**config.mk**
```make
export PLATFORM = sky130hd
export DESIGN_NAME = rotate_sub_swap_test_sleep_exec
export DESIGN_NICKNAME = d
export VERILOG_FILES = /design/src/exec_pkg.sv /design/src/rotate_sub_swap_test_sleep_exec.sv
export VERILOG_INCLUDE_DIRS = /design/src
export SDC_FILE = /design/constraint.sdc
export NUM_CORES = 1
export LEC_CHECK = 0
export ABC_CLOCK_PERIOD_IN_PS = 2900
export BUFFER_PORTS_ARGS = -buffer_cell sky130_fd_sc_hd__buf_4
export CAP_MARGIN = 10
export CORE_ASPECT_RATIO = 0.75
export CORE_UTILIZATION = 49
export CTS_CLUSTER_SIZE = 20
export DETAILED_ROUTE_END_ITERATION = 7
export PLACE_DENSITY = 0.9
export SETUP_SLACK_MARGIN = 0.5
export SLEW_MARGIN = 25
export SYNTH_ARGS = -nofsm -noshare
export SYNTH_HDL_FRONTEND = slang
export SYNTH_SLANG_ARGS = --single-unit
```
**constraint.sdc**
```tcl
create_clock -name clock_in -period 2.9 [get_ports clock_in]
set_clock_uncertainty 0.05 [all_clocks]
set_input_delay 0.58 -clock clock_in [delete_from_list [all_inputs] [get_ports clock_in]]
set_output_delay 0.58 -clock clock_in [all_outputs]
set_load 0.05 [all_outputs]
```
**src/exec_map.svh**
```systemverilog
`ifndef EXEC_MAP_SVH
`define EXEC_MAP_SVH
// 14-bit instruction word fields
`define OPC_HI 13
`define OPC_LO 8
`define DEST_BIT 7
`define ADDR_HI 6
`define ADDR_LO 0
`define OPC_ROTATE 6'h0d
`define OPC_SUBTRACT 6'h02
`define OPC_NIBBLE 6'h0e
`define OPC_ZTEST 6'h08
`define WORD_POWERDOWN 14'h0003
// reset values
`define ACC_RST 8'h00
`define FLAGS_RST 5'h18
// status bits written on power-down entry
`define PD_EXPIRY_VAL 1'b1
`define PD_POWERDOWN_VAL 1'b0
`endif

```
**src/exec_pkg.sv**
```systemverilog
package exec_pkg;
	typedef enum logic [4:0] {
		OP_NONE = 5'h01,
		OP_ROTATE = 5'h02,
		OP_SUBTRACT = 5'h04,
		OP_NIBBLE = 5'h08,
		OP_ZTEST = 5'h10
	} op_t;
	typedef struct packed {
		logic watchdog_expiry_flag;
		logic powerdown_flag;
		logic zero;
		logic nibble_borrow_flag;
		logic carry;
	} flags_t;
	typedef struct packed {
		logic en;
		logic [6:0] addr;
		logic [7:0] data;
	} reg_write_t;
endpackage : exec_pkg

```
**src/rotate_sub_swap_test_sleep_exec.sv**
```systemverilog
// Operation
// - rotate-left: reg shifts left, old carry to bit0, bit7 to carry only.
// - destination bit 0 writes accumulator, 1 writes the addressed register.
// - operand is 7-bit direct address in low bits, 00h to 7Fh.
// - power-down opcode halts oscillator, completes in one cycle.
// - power-down updates time-out and power-down bits, no other flag.
// - subtract computes register minus accumulator; updates carry, digit carry, zero.
// - carry 1 on no borrow incl. equal; zero only for zero result.
// - nibble exchange swaps high and low nibbles; no flags changed.
// - zero test sets zero flag on zero register; writes nothing else.
`include "exec_map.svh"
`timescale 1ns/100ps
`default_nettype none
module rotate_sub_swap_test_sleep_exec (
	// clock and reset
	input wire logic clock_in,
	input wire logic sys_rst_in,
	// fetched instruction, one per cycle while valid
	input wire logic instr_valid_in,
	input wire logic [13:0] instr_in,
	// register file read data for the operand address
	input wire logic [7:0] reg_rdata_in,
	// wake event from outside; restarts the oscillator
	input wire logic wake_in,
	// register file read address (combinational decode is not allowed on outputs)
	output logic [6:0] reg_raddr_out,
	// register file write
	output exec_pkg::reg_write_t reg_write_out,
	// accumulator and status
	output logic [7:0] acc_out,
	output exec_pkg::flags_t flags_out,
	// oscillator control and instruction done strobe
	output logic osc_halt_out,
	output logic done_out
);
	// wake is asynchronous to the core clock
	logic wake_s1_r;
	logic wake_s2_r;

	logic [7:0] acc_r;
	logic [7:0] acc_nxt;
	exec_pkg::flags_t flags_r;
	exec_pkg::flags_t flags_nxt;
	exec_pkg::reg_write_t wr_r;
	exec_pkg::reg_write_t wr_nxt;
	logic halt_r;
	logic halt_nxt;
	logic done_r;
	logic [6:0] raddr_r;

	// decode
	wire [5:0] opc = instr_in[`OPC_HI:`OPC_LO];
	wire dest_reg = instr_in[`DEST_BIT];
	wire [6:0] addr = instr_in[`ADDR_HI:`ADDR_LO];
	wire go = instr_valid_in && !halt_r;
	wire is_pd = go && (instr_in == `WORD_POWERDOWN);
	wire is_ztest = opc == `OPC_ZTEST && dest_reg;
	exec_pkg::op_t op;
	assign op = !go ? exec_pkg::OP_NONE :
		(opc == `OPC_ROTATE) ? exec_pkg::OP_ROTATE :
		(opc == `OPC_SUBTRACT) ? exec_pkg::OP_SUBTRACT :
		(opc == `OPC_NIBBLE) ? exec_pkg::OP_NIBBLE :
		is_ztest ? exec_pkg::OP_ZTEST : exec_pkg::OP_NONE;

	// operand is presented by the register file in the same cycle as the word
	wire [7:0] f = reg_rdata_in;

	// rotate through carry; carry is the only flag it touches
	wire [8:0] rot = {f, flags_r.carry};
	wire [7:0] rot_res = rot[7:0];
	wire rot_carry = rot[8];

	// two's complement: f + ~w + 1, carry out means no borrow
	wire [8:0] diff = {1'b0, f} + {1'b0, ~acc_r} + 9'h001;
	wire [4:0] ldiff = {1'b0, f[3:0]} + {1'b0, ~acc_r[3:0]} + 5'h01;
	wire [7:0] diff_res = diff[7:0];
	wire diff_no_borrow = diff[8];
	wire nib_no_borrow = ldiff[4];
	wire diff_zero = diff_res == 8'h00;

	// zero test looks at the operand alone, not at the adder
	wire f_zero = f == 8'h00;

	// nibble exchange as one lane per result bit
	logic [7:0] swp;
	genvar gi;
	generate
		for (gi = 0; gi < 8; gi++) begin : g_swap
			assign swp[gi] = f[(gi + 4) % 8];
		end
	endgenerate

	// result and write strobe; the zero test never writes
	logic [7:0] res;
	logic writes;
	always_comb begin
		res = 8'h00;
		writes = 1'b0;
		case (op)
			exec_pkg::OP_ROTATE: begin
				res = rot_res;
				writes = 1'b1;
			end
			exec_pkg::OP_SUBTRACT: begin
				res = diff_res;
				writes = 1'b1;
			end
			exec_pkg::OP_NIBBLE: begin
				res = swp;
				writes = 1'b1;
			end
			exec_pkg::OP_ZTEST: begin
				res = 8'h00;
				writes = 1'b0;
			end
			exec_pkg::OP_NONE: begin
				res = 8'h00;
			end
			default: begin
				res = 8'h00;
			end
		endcase
	end

	// status flags; anything not named keeps its value
	always_comb begin
		flags_nxt = flags_r;
		case (op)
			exec_pkg::OP_ROTATE: begin
				flags_nxt.carry = rot_carry;
			end
			exec_pkg::OP_SUBTRACT: begin
				flags_nxt.carry = diff_no_borrow;
				flags_nxt.nibble_borrow_flag = nib_no_borrow;
				flags_nxt.zero = diff_zero;
			end
			exec_pkg::OP_NIBBLE: begin
				flags_nxt = flags_r;
			end
			exec_pkg::OP_ZTEST: begin
				flags_nxt.zero = f_zero;
			end
			exec_pkg::OP_NONE: begin
				flags_nxt = flags_r;
			end
			default: begin
				flags_nxt = flags_r;
			end
		endcase
		// power-down word decodes as no operation but still marks the status
		if (is_pd) begin
			flags_nxt.watchdog_expiry_flag = `PD_EXPIRY_VAL;
			flags_nxt.powerdown_flag = `PD_POWERDOWN_VAL;
		end
	end

	// destination select
	assign acc_nxt = (writes && !dest_reg) ? res : acc_r;
	assign wr_nxt = '{en: writes && dest_reg, addr: addr, data: res};
	assign halt_nxt = is_pd ? 1'b1 : (wake_s2_r ? 1'b0 : halt_r);

	always_ff @(posedge clock_in) begin
		wake_s1_r <= wake_in;
		wake_s2_r <= wake_s1_r;
	end

	always_ff @(posedge clock_in) begin
		if (sys_rst_in) begin
			acc_r <= `ACC_RST;
		end else begin
			acc_r <= acc_nxt;
		end
	end

	always_ff @(posedge clock_in) begin
		if (sys_rst_in) begin
			flags_r <= `FLAGS_RST;
		end else begin
			flags_r <= flags_nxt;
		end
	end

	always_ff @(posedge clock_in) begin
		if (sys_rst_in) begin
			wr_r <= '0;
		end else begin
			wr_r <= wr_nxt;
		end
	end

	always_ff @(posedge clock_in) begin
		if (sys_rst_in) begin
			halt_r <= 1'b0;
		end else begin
			halt_r <= halt_nxt;
		end
	end

	always_ff @(posedge clock_in) begin
		if (sys_rst_in) begin
			done_r <= 1'b0;
		end else begin
			done_r <= go;
		end
	end

	always_ff @(posedge clock_in) begin
		if (sys_rst_in) begin
			raddr_r <= 7'h00;
		end else begin
			raddr_r <= addr;
		end
	end

	assign reg_raddr_out = raddr_r;
	assign reg_write_out = wr_r;
	assign acc_out = acc_r;
	assign flags_out = flags_r;
	assign osc_halt_out = halt_r;
	assign done_out = done_r;
endmodule : rotate_sub_swap_test_sleep_exec
`default_nettype wire

```
==> flow_summary.toml <==
[worst_setup_path]
endpoint_kind = "register"
r2r_cells = 8
criticalPathCategory = "input pin to register"
timing.rr.start = "acc_out[0]"
required_ns = 3.04
worstPathArrival_ns = 2.50
r2r_slack_ns = 0.58
timing.rr.end = "flags_out[2]"
critical_path_peak_fanout = 3
cp-start-kind = "input pin"

[synth]
synth_fa_ha_area_share_pct = 6.82
synth_cell_type_count = 49
synth_top_area_share_pct = 36.4
syn_nets = 240
synth_xor_area_share_pct = 1.49
synth_top_cell_by_area = "dfxtp_1"
syn_avg_cell_area_um2 = 8.59
synth-warning-count = 0
synthTopCellsByArea = "dfxtp_1 (36%), nor2_1 (6.0%), ha_1 (5.7%)"
synth_area_um2 = 1760
synth_flop_cell = "dfxtp_1"
synth-async-reset-ratio_pct = 0
synthMuxAreaShare_pct = 0.569
synth_top_family_by_area = "simple AND/OR/NAND/NOR gates"
synth_seq_cells = 32
ys_seq_area_share_pct = 36.4
syn_inst = 205
yosysMostFrequentCell = "dfxtp_1"
synth-simple-area-share_pct = 23.1
synth-compound-area-share_pct = 22.5
ys_top_cells_by_count = "dfxtp_1 (32), nor2_1 (28), a21oi_1 (19)"
synth-edff-count = 0

[sta]
period_share_pct = 81.6
setup_viol = 0
hold_viol = 0
max-slew-margin-rel_pct = 64.8
post-route-min-period_ns = 2.37
tightest_slew_ns = 0.525
tns_ns = 0
rsz0062_at_grt = "false"
fmax_ghz = 0.423
hold_slack_ns = 0.277
slew_viol_final = 0
setup_ws_ns = 0.535

[clock_tree]
clkSinkCount = 32
cts_tree = "built"
root_buffer = "clkbuf_8"
clk_pin_slew_ns = 0.06
htree_levels = 2
cts_buffers = 5
cts_max_path_buffers = 2
insertion_delay_ns = 0.28
ctsHoldBuffers = 0

[placement]
dpl-instance-area_um2 = 2190
dp_hpwl_mm = 3.52
place_inst = 292
finalWeightedCongestion = 0.902
dp_slack_ns = 0.150
numPortBuffers = 62

[floorplan]
pin_count = 64
die-area_um2 = 3840
die_x_um = 71.2
core-area_um2 = 3360
start_util_pct = 52.5
dieHeight_um = 53.9
fp-row-count = 18

[route]
firstDrtPassIters = 6
drc_errors = 3
vias_per_cell = 5.63
routed_wl_mm = 4.52
first_iter_violations = 97
wire_per_inst_um = 14.9
ant_nets = 0
vias = 1713

[global_route]
antenna_found_initial = 0
grtUsageTotal_pct = 24.2
grt_remaining_overflow = 0
grt_max_degree = 22
grt_pass1_wl_mm = 6.91
grt_pass1_vias = 1467

[pwr]
power_mw = 0.974
power_density_nw_per_um2 = 417
vdd_drop_max_v = 0.000413
power.leakage_nw = 0.966

[layout]
finalCoreUtilization_pct = 69.6
diodes = 0
finalNetCount = 299
final_cells = 304
stdcell_area_um2 = 2340
fill_cells = 285
drive_above_1_share_pct = 34.5
syn2layout_area_growth_pct = 32.8

[flow_run]
drv_cap = 0

[outcome]
status = "complete, but fails checks"
violations = "design-rule violations"

[worst_hold_path]
hold_end = "wake_s2_r"
min_from = "wake_s1_r"
hold_class = "register to register"
hold_depth = 0
==> sequential cells by signal (all words and copies together), names as in the netlist <==
| signal | cells |
|---|---|
| reg_raddr_out | 7 |
| wake_s1_r | 1 |
| reg_write_out | 9 |
| flags_out | 4 |
| acc_out | 8 |
| done_out | 1 |
| osc_halt_out | 1 |
| wake_s2_r | 1 |
==> worst max path at each step <==
| stage | to | cells past startpoint | slack, ns | from |
|---|---|---|---|---|
| 2_1_floorplan | flags_out[2] | 9 | 0.46 | reg_rdata_in[0] |
| 3_3_place_gp | flags_out[2] | 10 | 0.24 | reg_rdata_in[0] |
| 3_5_place_dp | flags_out[2] | 10 | 0.15 | reg_rdata_in[0] |
| 4_1_cts | flags_out[2] | 10 | 0.46 | reg_rdata_in[0] |
| 5_1_grt | flags_out[2] | 10 | 0.49 | reg_rdata_in[0] |
| 6_report | flags_out[2] | 10 | 0.53 | reg_rdata_in[0] |
==> what timing repair did <==
action	4_1_cts	5_1_grt
gates resized for setup	7	2
endpoints found under the hold margin	0	0
setup buffers	5	0
setup endpoints to repair	1	2
pin swaps	7	3
==> worst max-delay path, stage by stage <==
cell and delay [ns]:
buf_8 0.10, inv_4 0.04, ha_4 0.11, inv_2 0.03, fa_2 0.36, a211oi_4 0.28, nor2_2 0.09, xnor2_1 0.15
or4b_1 0.48, o41ai_2 0.27
==> power by group <==
group          switching, mW  internal, mW
combinational          0.129        0.0789
clock                  0.151         0.163
sequential           0.00473         0.449
==> cell usage in the layout, fill, tap and decap left out, types with 2 or more instances in the layout <==
| cell | count |
|---|---|
| dfxtp_2 | 2 |
| nor2_1 | 27 |
| inv_1 | 12 |
| nand3_1 | 3 |
| and4_2 | 2 |
| ha_1 | 7 |
| dfxtp_1 | 30 |
| xor2_1 | 2 |
| o211ai_1 | 2 |
| a211oi_1 | 7 |
| nand4_1 | 2 |
| or4b_1 | 2 |
| nor3_1 | 4 |
| buf_4 | 67 |
| nand2_1 | 7 |
| a21oi_1 | 19 |
| o21ai_0 | 6 |
| a21o_1 | 3 |
| a22o_1 | 5 |
| or4_1 | 2 |
| o21a_1 | 2 |
| clkbuf_8 | 5 |
| a22oi_1 | 2 |
| nor2b_1 | 10 |
| a31oi_1 | 3 |
==> per-layer routing <==
| layer | global-route usage, % | wire length [um] | vias up |
|---|---|---|---|
| met5 | 0 | 0 | - |
| met4 | 9.00 | 70 | 0 |
| met3 | 5.06 | 393 | 15 |
| met2 | 38.4 | 1980 | 83 |
| met1 | 32.8 | 2080 | 777 |
| li1 | - | - | 838 |
==> area by class of cell <==
| cell class | instances | area, um^2 | share of cell area, % |
|---|---|---|---|
| multi-input combinational | 143 | 993 | 42.5 |
| sequential | 32 | 643 | 27.5 |
| timing repair buffer | 68 | 518 | 22.2 |
| clock buffer | 6 | 72.6 | 3.10 |
| inverter | 14 | 55.1 | 2.36 |
| tap | 40 | 50.0 | 2.14 |
| clock inverter | 1 | 5.00 | 0.214 |
==> cells by family after synthesis <==
kind of cell    count (synthesis)
mux                             1
simple gates                   71
xor+xnor                        3
other cells                     1
fa+ha+maj                       9
compound gates                 58
flops                          32
buf+inv                        30
(Power assumes the default switching activity.)
